[config.mk]
export PLATFORM = sky130hd
export DESIGN_NAME = awd_wait_sequencer
export DESIGN_NICKNAME = d
export VERILOG_FILES = /design/src/design/awd_pkg.sv /design/src/design/awd_dec_if.sv /design/src/design/awd_area_decoder.sv /design/src/design/awd_wait_sequencer.sv
export SDC_FILE = /design/constraint.sdc
export NUM_CORES = 1
export LEC_CHECK = 0
export BUFFER_PORTS_ARGS = -buffer_cell sky130_fd_sc_hd__buf_2
export CORE_MARGIN = 2
export CORE_UTILIZATION = 62
export CTS_CLUSTER_SIZE = 30
export DETAILED_ROUTE_END_ITERATION = 7
export PLACE_DENSITY = 0.88
export SYNTH_ARGS = -nofsm -noshare
export SYNTH_HDL_FRONTEND = slang
export SYNTH_SLANG_ARGS = --single-unit
[constraint.sdc]
create_clock -name i_ref_clk -period 5.9 [get_ports i_ref_clk]
set_input_delay 0.59 -clock i_ref_clk [delete_from_list [all_inputs] [get_ports i_ref_clk]]
set_output_delay 0.59 -clock i_ref_clk [all_outputs]
set_load 0.05 [all_outputs]
[src/design/awd_pkg.sv]
// Shared constants and types for the area wait-state decoder.
// Assumes a single 200 MHz clock domain; no bus, settings arrive as ports.
package awd_pkg;

    localparam int AWD_AREAS  = 4;
    localparam int AWD_CODE_W = 3;
    localparam int AWD_CNT_W  = 5;

    typedef enum logic [2:0] {
        AWD_IF_SRAM  = 3'b000,
        AWD_IF_BROM  = 3'b001,
        AWD_IF_DRAM  = 3'b010,
        AWD_IF_SDRAM = 3'b011,
        AWD_IF_MPX   = 3'b100
    } awd_if_mode_t;

    typedef enum logic [0:0] {
        AWD_ST_IDLE = 1'b0,
        AWD_ST_WAIT = 1'b1
    } awd_state_t;

    typedef logic [AWD_AREAS-1:0][AWD_CODE_W-1:0] awd_code_vec_t;
    typedef awd_if_mode_t [AWD_AREAS-1:0]          awd_mode_vec_t;

    // First-cycle waits per 3-bit code, index 0 is the last element
    localparam logic [7:0][4:0] AWD_FIRST_WAITS =
        {5'h0f, 5'h0c, 5'h09, 5'h06, 5'h03, 5'h02, 5'h01, 5'h00};
    // Column strobe width in cycles per code
    localparam logic [7:0][4:0] AWD_CAS_WIDTH =
        {5'h10, 5'h0d, 5'h0a, 5'h07, 5'h04, 5'h03, 5'h02, 5'h01};
    // Codes with a legal synchronous DRAM latency (1 to 5)
    localparam logic [7:0] AWD_SDRAM_LAT_OK  = 8'h3e;
    // Latency codes 1, 4, 5 clash with row-strobe-held-low mode
    localparam logic [7:0] AWD_RASD_LAT_BAD  = 8'h32;
    localparam logic [4:0] AWD_MPX_MIN_READ  = 5'h01;
    localparam logic [4:0] AWD_GAP_MAX       = 5'h1f;

endpackage

[src/design/awd_dec_if.sv]
// Decoded timing of one area, from its decoder to the access sequencer.
// Assumes both ends sit in the same clock domain; values are combinational.
`timescale 1ns/1ps
interface awd_dec_if;
    logic [4:0] first_waits;
    logic [4:0] later_waits;
    logic       first_rdy_en;
    logic       later_rdy_en;
    logic [4:0] cas_width;
    logic [2:0] cas_lat;
    logic       inhibited;

    modport src (output first_waits, later_waits, first_rdy_en, later_rdy_en,
                 output cas_width, cas_lat, inhibited);
    modport dst (input first_waits, later_waits, first_rdy_en, later_rdy_en,
                 input cas_width, cas_lat, inhibited);
endinterface

[src/design/awd_area_decoder.sv]
// Decodes one area's 3-bit wait code under the area's interface mode.
// Assumes codes and modes are quasi-static; output is purely combinational.
`timescale 1ns/1ps
module awd_area_decoder #(
    parameter int AREA = 0
) (
    input  wire logic [2:0]           i_code,
    input  wire logic [2:0]           i_pitch,
    input  wire awd_pkg::awd_if_mode_t i_mode,
    input  wire logic                 i_write,
    input  wire logic                 i_ras_down,
    awd_dec_if.src                    dec
);
    import awd_pkg::*;

    always_comb begin
        dec.first_waits  = AWD_FIRST_WAITS[i_code];
        dec.later_waits  = AWD_FIRST_WAITS[i_code];
        dec.first_rdy_en = (i_code != 3'h0);
        dec.later_rdy_en = (i_code != 3'h0);
        dec.cas_width    = AWD_CAS_WIDTH[i_code];
        dec.cas_lat      = i_code;
        dec.inhibited    = 1'b0;
        case (i_mode)
            AWD_IF_BROM: begin
                // Burst ROM exists on area 0 only; elsewhere it acts as SRAM
                if (AREA == 0) begin
                    dec.later_waits  = {2'h0, i_pitch};
                    dec.later_rdy_en = (i_pitch != 3'h0);
                end
            end
            AWD_IF_DRAM: begin
                if (AREA >= 2) begin
                    // Beat cycle is the last strobe cycle
                    dec.first_waits  = AWD_CAS_WIDTH[i_code] - 5'h01;
                    dec.later_waits  = AWD_CAS_WIDTH[i_code] - 5'h01;
                    dec.first_rdy_en = 1'b0;
                    dec.later_rdy_en = 1'b0;
                end
            end
            AWD_IF_SDRAM: begin
                if (AREA >= 2) begin
                    dec.first_waits  = {2'h0, i_code};
                    dec.later_waits  = 5'h00;
                    dec.first_rdy_en = 1'b0;
                    dec.later_rdy_en = 1'b0;
                    // Flags software slips, does not correct them
                    dec.inhibited    = !AWD_SDRAM_LAT_OK[i_code]
                                       || (i_ras_down && AWD_RASD_LAT_BAD[i_code]);
                end
            end
            AWD_IF_MPX: begin
                if (i_write) begin
                    dec.first_waits = {3'h0, i_code[1:0]};
                end else if (i_code[1:0] == 2'h0) begin
                    dec.first_waits = AWD_MPX_MIN_READ;
                end else begin
                    dec.first_waits = {3'h0, i_code[1:0]};
                end
                dec.later_waits  = {4'h0, i_code[2]};
                dec.first_rdy_en = 1'b1;
                dec.later_rdy_en = 1'b1;
            end
            default: begin
            end
        endcase
    end

endmodule

[src/design/awd_wait_sequencer.sv]
// Top of the area wait-state decoder: decodes areas 0..3 and paces accesses.
// Assumes settings are plain ports held stable while o_busy is high and the
// ready pin is asynchronous to i_ref_clk.
`timescale 1ns/1ps

// Behaviour
// - Area 3/2 SRAM codes 0..7 give 0,1,2,3,6,9,12,15 first waits.
// - SRAM code zero ignores ready, nonzero honours it; multiplexed honours it for every code.
// - Area 2/3 DRAM or synchronous DRAM always ignores the ready input.
// - Area 2/3 DRAM column strobe lasts 1,2,3,4,7,10,13,16 cycles.
// - Area 2/3 synchronous DRAM latency equals codes 1 through 5.
// - Area 0 burst ROM inserts pitch-code waits before each later beat.
// - Pitch zero ignores ready on later beats; nonzero honours it.
// - Multiplexed: low bits give write waits 0..3, read 1,1,2,3; ready honoured.
// - Multiplexed: top code bit gives 0 or 1 waits on later beats.
module awd_wait_sequencer #(
    parameter int BEAT_W = 2
) (
    input  wire logic                  i_ref_clk,
    input  wire logic                  i_srst,
    input  wire logic [2:0]            i_area3_wait_code,
    input  wire logic [2:0]            i_area2_wait_code,
    input  wire logic [2:0]            i_area1_wait_code,
    input  wire logic [2:0]            i_area0_wait_code,
    input  wire logic [2:0]            i_area0_burst_pitch_code,
    input  wire awd_pkg::awd_mode_vec_t i_area_mode,
    input  wire logic                  i_ras_down,
    input  wire logic                  i_access_start,
    input  wire logic [1:0]            i_access_area,
    input  wire logic                  i_access_write,
    input  wire logic [BEAT_W-1:0]     i_access_beats,
    input  wire logic                  i_ext_ready_n,
    output logic                       o_busy,
    output logic                       o_beat,
    output logic                       o_done,
    output logic                       o_cas_strobe,
    output logic [2:0]                 o_cas_latency,
    output logic                       o_cfg_inhibited
);
    import awd_pkg::*;

    awd_code_vec_t      codes;
    awd_dec_if          dec[AWD_AREAS]();
    logic [4:0]         first_w   [AWD_AREAS];
    logic [4:0]         later_w   [AWD_AREAS];
    logic               first_rdy [AWD_AREAS];
    logic               later_rdy [AWD_AREAS];
    logic [4:0]         cas_w     [AWD_AREAS];
    logic [2:0]         cas_l     [AWD_AREAS];

    awd_state_t         state;
    logic [4:0]         cnt;
    logic [4:0]         cur_waits;
    logic [4:0]         cur_later;
    logic               cur_rdy;
    logic               cur_later_rdy;
    logic [4:0]         cur_cas;
    awd_if_mode_t       cur_mode;
    logic [BEAT_W-1:0]  beats_left;
    logic               rdy_ff1;
    logic               rdy_ff2;
    logic               rdy_ff3;
    logic               rdy_wait;
    logic [4:0]         gap;
    logic               start_ok;

    assign codes = {i_area3_wait_code, i_area2_wait_code,
                    i_area1_wait_code, i_area0_wait_code};

    for (genvar g = 0; g < AWD_AREAS; g++) begin : g_area
        awd_area_decoder #(
            .AREA       (g)
        ) u_dec (
            .i_code     (codes[g]),
            .i_pitch    (i_area0_burst_pitch_code),
            .i_mode     (i_area_mode[g]),
            .i_write    (i_access_write),
            .i_ras_down (i_ras_down),
            .dec        (dec[g])
        );
        assign first_w[g]   = dec[g].first_waits;
        assign later_w[g]   = dec[g].later_waits;
        assign first_rdy[g] = dec[g].first_rdy_en;
        assign later_rdy[g] = dec[g].later_rdy_en;
        assign cas_w[g]     = dec[g].cas_width;
        assign cas_l[g]     = dec[g].cas_lat;
    end

    // Pin is asynchronous; a change counts once two stages agree
    always_ff @(posedge i_ref_clk) begin
        if (i_srst) begin
            rdy_ff1  <= 1'b0;
            rdy_ff2  <= 1'b0;
            rdy_ff3  <= 1'b0;
            rdy_wait <= 1'b0;
        end else begin
            rdy_ff1 <= i_ext_ready_n;
            rdy_ff2 <= rdy_ff1;
            rdy_ff3 <= rdy_ff2;
            if (rdy_ff2 == rdy_ff3) begin
                rdy_wait <= rdy_ff3;
            end
        end
    end

    assign start_ok     = i_access_start && (state == AWD_ST_IDLE);
    assign o_busy       = (state == AWD_ST_WAIT);
    assign o_beat       = o_busy && (cnt == 5'h00) && !(cur_rdy && rdy_wait);
    assign o_done       = o_beat && (beats_left == '0);
    assign o_cas_strobe = o_busy && (cur_mode == AWD_IF_DRAM);

    always_ff @(posedge i_ref_clk) begin
        if (i_srst) begin
            state         <= AWD_ST_IDLE;
            cnt           <= 5'h00;
            cur_waits     <= 5'h00;
            cur_later     <= 5'h00;
            cur_rdy       <= 1'b0;
            cur_later_rdy <= 1'b0;
            cur_cas       <= 5'h00;
            cur_mode      <= AWD_IF_SRAM;
            beats_left    <= '0;
        end else begin
            case (state)
                AWD_ST_IDLE: begin
                    if (start_ok) begin
                        state         <= AWD_ST_WAIT;
                        cnt           <= first_w[i_access_area];
                        cur_waits     <= first_w[i_access_area];
                        cur_later     <= later_w[i_access_area];
                        cur_rdy       <= first_rdy[i_access_area];
                        cur_later_rdy <= later_rdy[i_access_area];
                        cur_cas       <= cas_w[i_access_area];
                        cur_mode      <= i_area_mode[i_access_area];
                        beats_left    <= i_access_beats;
                    end
                end
                AWD_ST_WAIT: begin
                    if (cnt != 5'h00) begin
                        cnt <= cnt - 5'h01;
                    end else if (o_done) begin
                        state <= AWD_ST_IDLE;
                    end else if (o_beat) begin
                        beats_left <= beats_left - 1'b1;
                        cnt        <= cur_later;
                        cur_waits  <= cur_later;
                        cur_rdy    <= cur_later_rdy;
                    end
                end
                default: begin
                    state <= AWD_ST_IDLE;
                end
            endcase
        end
    end

    always_ff @(posedge i_ref_clk) begin
        if (i_srst) begin
            o_cas_latency <= 3'h0;
        end else if (start_ok && i_access_area[1]
                     && i_area_mode[i_access_area] == AWD_IF_SDRAM) begin
            // Areas 0 and 1 fall back to SRAM timing, so no latency there
            o_cas_latency <= cas_l[i_access_area];
        end
    end

    // Only areas 2 and 3 can carry synchronous DRAM
    always_ff @(posedge i_ref_clk) begin
        if (i_srst) begin
            o_cfg_inhibited <= 1'b0;
        end else begin
            o_cfg_inhibited <= dec[2].inhibited || dec[3].inhibited;
        end
    end

    // Cycles since start or last beat, saturating for long ready stalls
    always_ff @(posedge i_ref_clk) begin
        if (i_srst || start_ok || o_beat) begin
            gap <= 5'h00;
        end else if (o_busy && gap != AWD_GAP_MAX) begin
            gap <= gap + 5'h01;
        end
    end

    chk_gap_exact: assert property (@(posedge i_ref_clk) disable iff (i_srst)
        o_beat && !cur_rdy |-> gap == cur_waits)
        else $error("beat spacing differs from programmed waits");

    chk_gap_min: assert property (@(posedge i_ref_clk) disable iff (i_srst)
        o_beat |-> gap >= cur_waits)
        else $error("beat came before programmed waits elapsed");

    chk_rdy_stretch: assert property (@(posedge i_ref_clk) disable iff (i_srst)
        o_busy && cnt == 5'h00 && cur_rdy && rdy_wait |-> !o_beat ##1 o_busy)
        else $error("ready stall not honoured");

    chk_zero_code_rdy: assert property (@(posedge i_ref_clk) disable iff (i_srst)
        i_area0_wait_code == 3'h0 && i_area_mode[0] == AWD_IF_SRAM
        |-> !dec[0].first_rdy_en && dec[0].first_waits == 5'h00)
        else $error("zero code must ignore ready");

    chk_dram_no_rdy: assert property (@(posedge i_ref_clk) disable iff (i_srst)
        start_ok && (i_area_mode[i_access_area] inside {AWD_IF_DRAM, AWD_IF_SDRAM})
        && i_access_area[1] |=> !cur_rdy)
        else $error("dram access honours ready");

    chk_cas_width: assert property (@(posedge i_ref_clk) disable iff (i_srst)
        o_beat && cur_mode == AWD_IF_DRAM |-> o_cas_strobe && gap + 5'h01 == cur_cas)
        else $error("column strobe width wrong");

    chk_sdram_latency: assert property (@(posedge i_ref_clk) disable iff (i_srst)
        start_ok && i_area_mode[i_access_area] == AWD_IF_SDRAM && i_access_area[1]
        |=> o_cas_latency == $past(codes[i_access_area]) && cnt == {2'h0, o_cas_latency})
        else $error("latency not taken from code");

    chk_mpx_read: assert property (@(posedge i_ref_clk) disable iff (i_srst)
        i_area_mode[1] == AWD_IF_MPX && !i_access_write && i_area1_wait_code[1:0] == 2'h0
        |-> dec[1].first_waits == 5'h01 && dec[1].first_rdy_en)
        else $error("multiplexed read wait wrong");

    chk_mpx_later: assert property (@(posedge i_ref_clk) disable iff (i_srst)
        i_area_mode[2] == AWD_IF_MPX |-> dec[2].later_waits == {4'h0, i_area2_wait_code[2]})
        else $error("multiplexed later wait wrong");

    chk_pitch_rdy: assert property (@(posedge i_ref_clk) disable iff (i_srst)
        i_area_mode[0] == AWD_IF_BROM |-> dec[0].later_rdy_en == (i_area0_burst_pitch_code != 3'h0)
        && dec[0].later_waits == {2'h0, i_area0_burst_pitch_code})
        else $error("burst pitch decode wrong");

    chk_sdram_inhibit: assert property (@(posedge i_ref_clk) disable iff (i_srst)
        i_area_mode[3] == AWD_IF_SDRAM && i_area3_wait_code == 3'h6 |=> o_cfg_inhibited)
        else $error("inhibited latency not flagged");

endmodule

==> impl_results.md, run 1 <==
* Total GRT Usage at 28.30%
* Worst path slowest cell: nor4b_4
* Hold Buf Count CTS at 0
* Max cap viols at 0
* Unrepaired setup endpoints after global routing: false
* Worst-path clk slew at approximately 0.080 ns
* Remaining Overflow, GRT at 0
* Status: complete, no violations
* Top cells by area, synth: dfxtp_1 (19%), ha_1 (10%), a21oi_1 (7.1%), nor2_1 (4.2%), nand2_1 (4.1%)
* Vias in the first global route at ~2.6k
* Critical Path Source Type: register
* Yosys top cell by area: dfxtp_1
* Via density at about 6.5
* Clk sink count at 26
* Diodes inserted at 0
* Yosys top cell area share at between 10% and 20%
* WL final at 6.883 mm
* Drt wl/cell at 15.90 um
* Die Y at 69.80 um
* Worst rel slew slack at between 50% and 60%
* Initial antenna violation count at 0
* Register area share after synthesis at 19.39%
* Root Driver: clkbuf_8
* I/O pin count at 45
* Fin. max-slew vios at 0
* Setup violations, final at 0
* Yosys warns at 0
* Clock period minus final worst setup slack at 2.590 ns
* Tcrit/Tclk final at 43.89%
* First-pass GRT wire length at around 11 mm
* CP endpoint kind: output port
* CP max stage delay at 0.38 ns
* Primary FF master, synth: dfxtp_1
* Mapped Cells at 360
* Worst slew pin tran at ~0.63 ns
* Register area at 520.5 um^2
* Pwr dens at 177.9 nW/um^2
* Skew-Pair Late Insertion Delay at around 0.27 ns
* Worst Path Max Fanout at 7
* FP Rows at 23
* Buf/Inv on CP at 2
* Crit path max-delay family: simple AND/OR/NAND/NOR gates
* Syn_nets at approximately 420
* Mapped Area at approximately 2700 um^2
* Total CTS buffers at 3
* Final net count at 444
* DRT Pass-1 Iters at 5
* DRC at 0
* Layout overhead on the synthesized area at 8.019%
* Clock buffer depth at 2
* Iteration-0 DRC count of the detailed router at ~270
* Skew final at 0.006026 ns
* CP Class: reg2out
* Postcts setup bufs at 0
* F_max at 386.2 MHz
* Number of nets still failing antenna checks after routing at 0
* Largest net degree at the start of global routing at 29
* DIE AREA at 4871 um^2
* Multi-input combinational cell area at 1972 um^2
* GP Congestion at 1.016
* Fin. Hold Viols at 0
* PortBufs at 44
* Most frequent cell after synthesis: a21oi_1
* Number of flops mapped to enable cells by yosys at 0
* Class of the worst hold path: reg2reg
* Initial core utilization at 65.68%
* Setup_tns at 0 ns
* CTS tree: done
* CP Data Arrival Time at 2.00 ns
* Worst vdd ir at between 0.08 and 0.09 mV
* Unique masters post-synth at 62
* H-tree depth at 1
* Share of cells above drive strength 1 at 15.93%
* CP Cell Sequence: inv_1, ha_1, nor4b_4, nand2_1, a21oi_1, and2_1, buf_2
* Post-synth top cells: a21oi_1 (38), nor2_1 (30), nand2_1 (29)
* Post-CTS sizing at 0
* Yosys reg bits at 26
* Required @ worst endpoint at 5.31 ns
* FILL cells at 336
* Static Leak at 1.183 nW
* Post-synthesis average cell area at 7.455 um^2
* Total number of vias at roughly 2.8k
* Final core utilization at 70.94%
* Post-DP HPWL at 5.163 mm
* Power Total at a little over 0.5 mW
* CORE AREA at 4086 um^2
* Die width at between 60 and 70 um
* Ys async rst share at 0%
## cell families (layout without fill, tap and decap cells)
family | count (synthesis) | in the layout | share of synthesized area, %
simple gates | 132 | 132 | 26.57
compound gates | 121 | 121 | 29.70
buf+inv | 45 | 68 | 7.133
flops | 26 | 26 | 19.39
fa+ha+maj | 22 | 22 | 10.26
mux | 10 | 10 | 5.641
xor+xnor | 4 | 4 | 1.306
## final timing paths
| kind | end | slack (ns) | depth (start not counted) | startpoint |
|---|---|---|---|---|
| worst max-delay path | o_done | 3.31 | 7 | cnt[0] |
| worst min-delay path | cur_mode[1] | 0.46 | 2 | cur_mode[1] |
| worst min register to register | cur_mode[1] | 0.46 | 2 | cur_mode[1] |
| worst max register to register | cur_later[2] | 3.89 | 4 | o_busy |
## layout make-up
cell class	instances	area share, %
Tap cell	50	2.158
Inverter	20	2.590
Timing Repair Buffer	45	7.855
Multi-Input combinational cell	289	68.02
Clock buffer	3	1.424
Sequential cell	26	17.95
## flip-flops by register name, summed over array words and instances, names as in the netlist, 2 cells and up
name / flops
beats_left: 2
cnt: 5
cur_mode: 3
cur_later: 5
o_cas_latency: 3
## through the flow
| stage | std cells | cell area (um^2) | hold WS (ns) | setup slack, ns |
|---|---|---|---|---|
| floorplan | 360 | 2684 | 0.4138 | 2.522 |
| global placement | 430 | 2858 | 0.4182 | 3.252 |
| detailed placement | 430 | 2858 | 0.4461 | 3.151 |
| CTS | 433 | 2899 | 0.4573 | 3.303 |
| global route | 433 | 2899 | 0.4802 | 3.180 |
| finish | 433 | 2899 | 0.4562 | 3.310 |
## cell usage in the layout, fill, tap and decap left out, drive strengths merged, types with 5 or more instances in the layout
master,synthesis,final
dfxtp,26,26
o21ai,24,24
o211ai,7,7
o31ai,5,5
a311oi,5,5
buf,12,45
nor3,10,10
nor2,30,30
mux2i,5,5
nor2b,13,13
nand2b,9,9
ha,22,22
inv,20,20
nand2,29,29
o221ai,6,6
a21oi,38,38
nand3,17,17
## worst min-delay path, cell delays in order, from the launching register on
cell,delay (ns)
dfxtp_1,0.31
nand2_1,0.05
a21oi_1,0.05
## power breakdown
group	total [mW]	internal [mW]	leakage, nW	switching (mW)
clock network	0.0978	0.0458	0.0216	0.0520
logic	0.213	0.0845	0.948	0.129
registers	0.205	0.190	0.214	0.0153
total	0.516	0.320	1.18	0.196
## layer usage
metal / global-route usage (%) / routed length (um) / share of wire, %
met5: 0 / 0 / 0
met4: 14.74 / 318 / 4.6
met3: 4.506 / 441 / 6.4
met2: 44.76 / 3134 / 46
met1: 37.02 / 2988 / 43
(Power assumes the default switching activity.)
==> run 2, diff against run 1 <==
--- a/config.mk
+++ b/config.mk
@@ -7,10 +7,10 @@
 export LEC_CHECK = 0
 export BUFFER_PORTS_ARGS = -buffer_cell sky130_fd_sc_hd__buf_2
 export CORE_MARGIN = 2
-export CORE_UTILIZATION = 62
+export CORE_UTILIZATION = 57
 export CTS_CLUSTER_SIZE = 30
 export DETAILED_ROUTE_END_ITERATION = 7
-export PLACE_DENSITY = 0.88
+export PLACE_DENSITY = 0.82
 export SYNTH_ARGS = -nofsm -noshare
 export SYNTH_HDL_FRONTEND = slang
 export SYNTH_SLANG_ARGS = --single-unit
==> constraint.sdc (replaced) <==
create_clock -name i_ref_clk -period 2.7 [get_ports i_ref_clk]
set_input_delay 0.27 -clock i_ref_clk [delete_from_list [all_inputs] [get_ports i_ref_clk]]
set_output_delay 0.27 -clock i_ref_clk [all_outputs]
set_load 0.05 [all_outputs]
==> run 2 against run 1 <==
Worst hold slack worse by 0.23 ns. Count of clock-buffer cells in the layout unchanged. Non-clock buffer count up 3. Power up 140%. Critical path depth unchanged. Wire length up 3.0%. Clock skew up 0.0091 ns. Cell count up 1.4%. Combinational power up 120%. Setup slack worse by 3.0 ns. Critical endpoint unchanged.
==> impl_results.md, run 2 (same netlist as run 1, synthesis figures left out) <==
* Tcrit/Tclk final at 87.02%
* WL final at 7.091 mm (+3.0%)
* CP endpoint kind: output port
* Unrepaired setup endpoints after global routing: false
* Layout overhead on the synthesized area at 10.30%
* Vias in the first global route at 2583 (+0.51%)
* Final net count at 447 (+0.68%)
* Post-route insts no fill at 439 (+1.4%)
* CP Class: reg2out
* Die width at 72.62 um (+4.0%)
* Pwr dens at 422.1 nW/um^2 (+140%)
* CP Data Arrival Time at 2.08 ns (+0.08 ns)
* Commonest non-fill, non-tap cell in the layout: buf_2
* Worst rel slew slack at 57.14% (-0.78 points)
* Inst Count DP at 435 (+1.2%)
* Largest net degree at the start of global routing at 29 (unchanged)
* Status: complete, no violations
* Worst Slack Setup Final at 0.3505 ns (-2.960 ns)
* I/O pin count at 45 (unchanged)
* Fin. Hold Viols at 0 (unchanged)
* Number of nets still failing antenna checks after routing at 0 (unchanged)
* Initial antenna violation count at 0 (unchanged)
* Postcts setup bufs at 0 (unchanged)
* First-pass GRT wire length at 11.92 mm (+4.2%)
* Worst vdd ir at 0.2241 mV (+180%)
* Clk sink count at 26 (unchanged)
* Post-DP HPWL at 5.408 mm (+4.7%)
* F_max at 425.6 MHz
* Static Leak at 1.212 nW (+2.4%)
* Worst slew pin tran at 0.6420 ns (+0.01162 ns)
* Remaining Overflow, GRT at 0 (unchanged)
* GP Congestion at 0.9772 (-3.8%)
* Biggest registers after layout: cnt: 5 flops, cur_later: 5 flops
* H-tree depth at 1 (unchanged)
* Reg2reg start: o_busy
* FP Rows at 24 (+4.3%)
* CTS tree: done
* Worst path slowest cell: nor4b_4
* DRC at 0 (unchanged)
* Max cap viols at 0 (unchanged)
* Total GRT Usage at 28.02% (-0.28 points)
* Setup violations, final at 0 (unchanged)
* Post-route cell area at 2960 um^2 (+2.1%)
* CORE AREA at 4444 um^2 (+8.8%)
* Total number of vias at 2786 (-1.7%)
* Diodes inserted at 0 (unchanged)
* R2r worst-path depth at 6 (+2)
* Total CTS buffers at 3 (unchanged)
* Worst-path clk slew at 0.10 ns (+0.02 ns)
* Required @ worst endpoint at 2.43 ns (-2.88 ns)
* Initial core utilization at 60.39% (-5.3 points)
* Worst Path Max Fanout at 7 (unchanged)
* Commonest cells after routing, fill and taps aside: buf_2 (44), a21oi_1 (38), nor2_1 (30)
* DRT Pass-1 Iters at 5 (unchanged)
* Power Total at 1.250 mW (+140%)
* DIE AREA at 5274 um^2 (+8.3%)
* Worst hold path cell count at 2 (unchanged)
* Via density at 6.346 (-3.0%)
* Reg-to-Reg End: o_cas_latency[0]
* Hold Buf Count CTS at 0 (unchanged)
* CP max stage delay at 0.39 ns (about the same)
* Hold_sp: i_ext_ready_n
* Critical Path Source Type: register
* Post-CTS sizing at 0 (unchanged)
* Share of cells above drive strength 1 at 17.05% (+1.1 points)
* Iteration-0 DRC count of the detailed router at 297 (+11%)
* PortBufs at 44 (unchanged)
* Placed instance area at 2889 um^2 (+1.1%)
* Worst hold endpoint: rdy_ff1
* Skew-Pair Late Insertion Delay at 0.28 ns (about the same)
* Fin. max-slew vios at 0 (unchanged)
* Dpl ws at 0.2978 ns (-2.853 ns)
* Skew final at 0.01516 ns (+0.009134 ns)
* Clock buffer depth at 2 (unchanged)
* Setup_tns at 0 ns (unchanged)
* Class of the worst hold path: in2reg
* Root Driver: clkbuf_8
* Clock period minus final worst setup slack at between 2 and 2.5 ns
* Drt wl/cell at 16.15 um (+1.6%)
* R2r setup slk at 0.76 ns (-3.13 ns)
* CP Cell Sequence: inv_1, ha_1, nor4b_4, nand2_1, a21oi_1, and2_1, buf_2
* Die Y at 72.62 um (+4.0%)
## run 2: cell types whose count changed in the layout (fill, tap and decap cells not counted)
| cell | previous run | this run |
|---|---|---|
| buf_4 | 1 | 4 |
| bufinv_16 | 0 | 1 |
| nor4bb_1 | 1 | 0 |
| nor4bb_2 | 0 | 1 |
## run 2: area by class of cell
type                    instances  area, um^2
clock inverters                 1       30.03
inverters                      20       75.07
repair buffers                 48       250.2
clock buffers                   3       41.29
fillers                       401        1484
multi-input cells             289        1978
well taps                      52       65.06
flip-flops and latches         26       520.5
## run 2: critical path, delay by kind of cell (launching register included)
family	cells	cell delay, ns
flops	1	0.36
simple gates	3	0.66
buf+inv	2	0.37
compound gates	1	0.19
fa+ha+maj	1	0.22
## run 2: power breakdown
part	internal [mW]	switching, mW	leakage, nW
Sequential	0.414	0.0342	0.214
Clock	0.199	0.129	0.0357
Combinational	0.189	0.284	0.962
Total	0.802	0.448	1.21
## run 2: worst max path at each step
stage | endpoint | slack [ns] | startpoint | cells after the start
after global routing | o_done | 0.21 | cnt[0] | 7
after global placement | cur_later[2] | 0.37 | i_area3_wait_code[0] | 10
after CTS | o_done | 0.39 | cnt[0] | 7
after detailed placement | cur_later[2] | 0.30 | i_area3_wait_code[0] | 10
final | o_done | 0.35 | cnt[0] | 7
after floorplan | o_done | 0.06 | o_busy | 4
## run 2: stage by stage
step | hold WS [ns] | util, %
floorplan | 0.3982 | -
global route | 0.2571 | 66.61
detailed placement | 0.4397 | 65.01
CTS | 0.2278 | 66.61
finish | 0.2232 | 66.61
global placement | 0.4143 | 65.01
## run 2: metal layers
metal / up-vias / routed length (um) / GRT usage [%]
met5: - / 0 / 0
met4: 0 / 113 / 6.790
met3: 10 / 453 / 4.144
met2: 107 / 3456 / 47.88
met1: 1281 / 3068 / 37.22
li1: 1388 / - / -
==> run 3, diff against run 2 <==
--- a/config.mk
+++ b/config.mk
@@ -7,10 +7,10 @@
 export LEC_CHECK = 0
 export BUFFER_PORTS_ARGS = -buffer_cell sky130_fd_sc_hd__buf_2
 export CORE_MARGIN = 2
-export CORE_UTILIZATION = 57
+export CORE_UTILIZATION = 45
 export CTS_CLUSTER_SIZE = 30
 export DETAILED_ROUTE_END_ITERATION = 7
-export PLACE_DENSITY = 0.82
+export PLACE_DENSITY = 0.67
 export SYNTH_ARGS = -nofsm -noshare
 export SYNTH_HDL_FRONTEND = slang
 export SYNTH_SLANG_ARGS = --single-unit
==> constraint.sdc (replaced) <==
create_clock -name i_ref_clk -period 2.7 [get_ports i_ref_clk]
set_input_delay 0.27 -clock i_ref_clk [delete_from_list [all_inputs] [get_ports i_ref_clk]]
set_output_delay 0.27 -clock i_ref_clk [all_outputs]
set_load 0.02 [all_outputs]
==> run 3 against run 2 <==
Non-clock buffer count unchanged. Via count decreased by 1.5%. Wire length rose by 2.9%. Sequential cell count stayed put. Cell count is 5.0% higher. Largest power group unchanged.
==> impl_results.md, run 3 (same netlist as run 1, synthesis figures left out) <==
* Status: complete, no violations
* Total number of vias at 2743 (-1.5%)
* Multi-input combinational cell area at 1972 um^2 (-0.32%)
* Largest net degree at the start of global routing at 29 (unchanged)
* Commonest non-fill, non-tap cell in the layout: buf_2
* R2r worst-path depth at 6 (unchanged)
* DRT Pass-1 Iters at 5 (unchanged)
* Worst hold endpoint: rdy_ff1
* Die width at 81.23 um (+12%)
* CP endpoint kind: register
* DRC at 0 (unchanged)
* F_max at 464.4 MHz (+9.1%)
* Layout overhead on the synthesized area at 10.02%
* Vias in the first global route at 2435 (-5.7%)
* Worst rel slew slack at 63.01% (+5.9 points)
* Remaining Overflow, GRT at 0 (unchanged)
* Commonest cells after routing, fill and taps aside: buf_2 (44), a21oi_1 (38), nor2_1 (30)
* Fin. Hold Viols at 0 (unchanged)
* Hold Buf Count CTS at 0 (unchanged)
* Setup violations, final at 0 (unchanged)
* Root Driver: clkbuf_8
* Via density at 5.950 (-6.2%)
* CTS tree: done
* Register area at 520.5 um^2 (unchanged)
* Initial antenna violation count at 0 (unchanged)
* Setup_tns at 0 ns (unchanged)
* FP Rows at 28 (+17%)
* Skew final at 0.01036 ns (-0.004800 ns)
* Placed instance area at 2912 um^2 (+0.78%)
* Number of nets still failing antenna checks after routing at 0 (unchanged)
* Power Total at 1.127 mW (-9.8%)
* Unrepaired setup endpoints after global routing: false
* Postcts setup bufs at 0 (unchanged)
* Reg-to-Reg End: cnt[2]
* Skew-Pair Late Insertion Delay at 0.27 ns (about the same)
* Total CTS buffers at 3 (unchanged)
* WL final at 7.297 mm (+2.9%)
* First-pass GRT wire length at 11.56 mm (-3.0%)
* Biggest registers after layout: cnt: 5 flops, cur_later: 5 flops
* Initial core utilization at 45.87% (-15 points)
* Worst-path clk slew at 0.08 ns (-0.02 ns)
* H-tree depth at 1 (unchanged)
* Post-DP HPWL at 5.662 mm (+4.7%)
* Worst Path Max Fanout at 12 (+5)
* Max cap viols at 0 (unchanged)
* Post-route cell area at 2953 um^2 (-0.25%)
* CORE AREA at 5851 um^2 (+32%)
* Buf/Inv on CP at 2 (unchanged)
* Pwr dens at 381.5 nW/um^2 (-9.6%)
* Worst vdd ir at 0.2640 mV (+18%)
* CP max stage delay at 0.37 ns (-0.02 ns)
* Required @ worst endpoint at 2.86 ns (+0.43 ns)
* Crit path max-delay family: adder cells
* Fin. max-slew vios at 0 (unchanged)
* CP Data Arrival Time at 2.32 ns (+0.24 ns)
* R2r setup slk at 0.85 ns (+0.09 ns)
* PortBufs at 44 (unchanged)
* Reg2reg start: cnt[0]
* Clock buffer depth at 2 (unchanged)
* Tcrit/Tclk final at 79.76% (-7.3 points)
* Hold_sp: i_ext_ready_n
* Diodes inserted at 0 (unchanged)
* Worst hold path cell count at 2 (unchanged)
* Critical Path Source Type: input port
* GP Congestion at 0.9280 (-5.0%)
* Class of the worst hold path: in2reg
* Drt wl/cell at 15.83 um (-2.0%)
* Static Leak at 1.197 nW (-1.2%)
* CP Class: in2reg
* Total GRT Usage at 22.14% (-5.9 points)
* Worst setup startpoint: i_area3_wait_code[0]
* Worst slew pin tran at 0.5463 ns (-0.09573 ns)
* FILL cells at 611 (+52%)
* CP Cell Sequence: buf_2, inv_1, ha_1, mux2i_1, ha_1, nor3_1, nand3b_1, o211a_1, or2_1, a2111oi_2
* CP most frequent cell: ha_1
* Die Y at 81.23 um (+12%)
* Post-CTS sizing at 0 (unchanged)
* DIE AREA at 6598 um^2 (+25%)
* Iteration-0 DRC count of the detailed router at 252 (-15%)
* Clock period minus final worst setup slack at 2.154 ns (-0.1960 ns)
* Clk sink count at 26 (unchanged)
* Share of cells above drive strength 1 at 16.58% (-0.47 points)
* Worst path slowest cell: ha_1
* Final net count at 447 (unchanged)
* I/O pin count at 45 (unchanged)
[run 3: layer usage]
| layer | vias to the layer above | track usage (%) | wire [um] | share of wire [%] |
|---|---|---|---|---|
| met5 | - | 0 | 0 | 0 |
| met4 | 0 | 5.763 | 192 | 2.6 |
| met3 | 16 | 2.667 | 315 | 4.3 |
| met2 | 83 | 37.93 | 3461 | 47 |
| met1 | 1263 | 29.38 | 3328 | 46 |
| li1 | 1381 | - | - | - |
[run 3: cell type report]
cell class,count,share of cell area [%]
inverter,20,2.542
clock buffer,3,1.398
sequential,26,17.63
timing repair buffer,48,8.475
multi-input combinational,289,66.78
tap,75,3.178
[run 3: how the worst max path moves through the flow]
stage	cells past startpoint	slack, ns	end
after CTS	10	0.55	cur_later[2]
after floorplan	3	0.68	o_cas_strobe
after global placement	10	0.36	cur_later[2]
after detailed placement	10	0.28	cur_later[2]
after global routing	10	0.28	cnt[4]
final	10	0.55	cur_later[2]
[run 3: where the power goes]
| part | internal [mW] | switching (mW) | leakage (nW) |
|---|---|---|---|
| logic | 0.189 | 0.271 | 0.962 |
| registers | 0.414 | 0.0308 | 0.214 |
| clock network | 0.100 | 0.122 | 0.0216 |
| total | 0.703 | 0.424 | 1.20 |
[run 3: metrics by stage]
| stage | util, % | cells | hold WS (ns) | worst slack [ns] |
|---|---|---|---|---|
| finish | 50.47 | 461 | 0.2340 | 0.5465 |
| global route | 50.47 | 461 | 0.2426 | 0.2790 |
| CTS | 50.47 | 461 | 0.2331 | 0.5512 |
| detailed placement | 49.76 | 458 | 0.4443 | 0.2798 |
| global placement | 49.76 | 458 | 0.4192 | 0.3638 |
| floorplan | - | 360 | 0.3982 | 0.6797 |
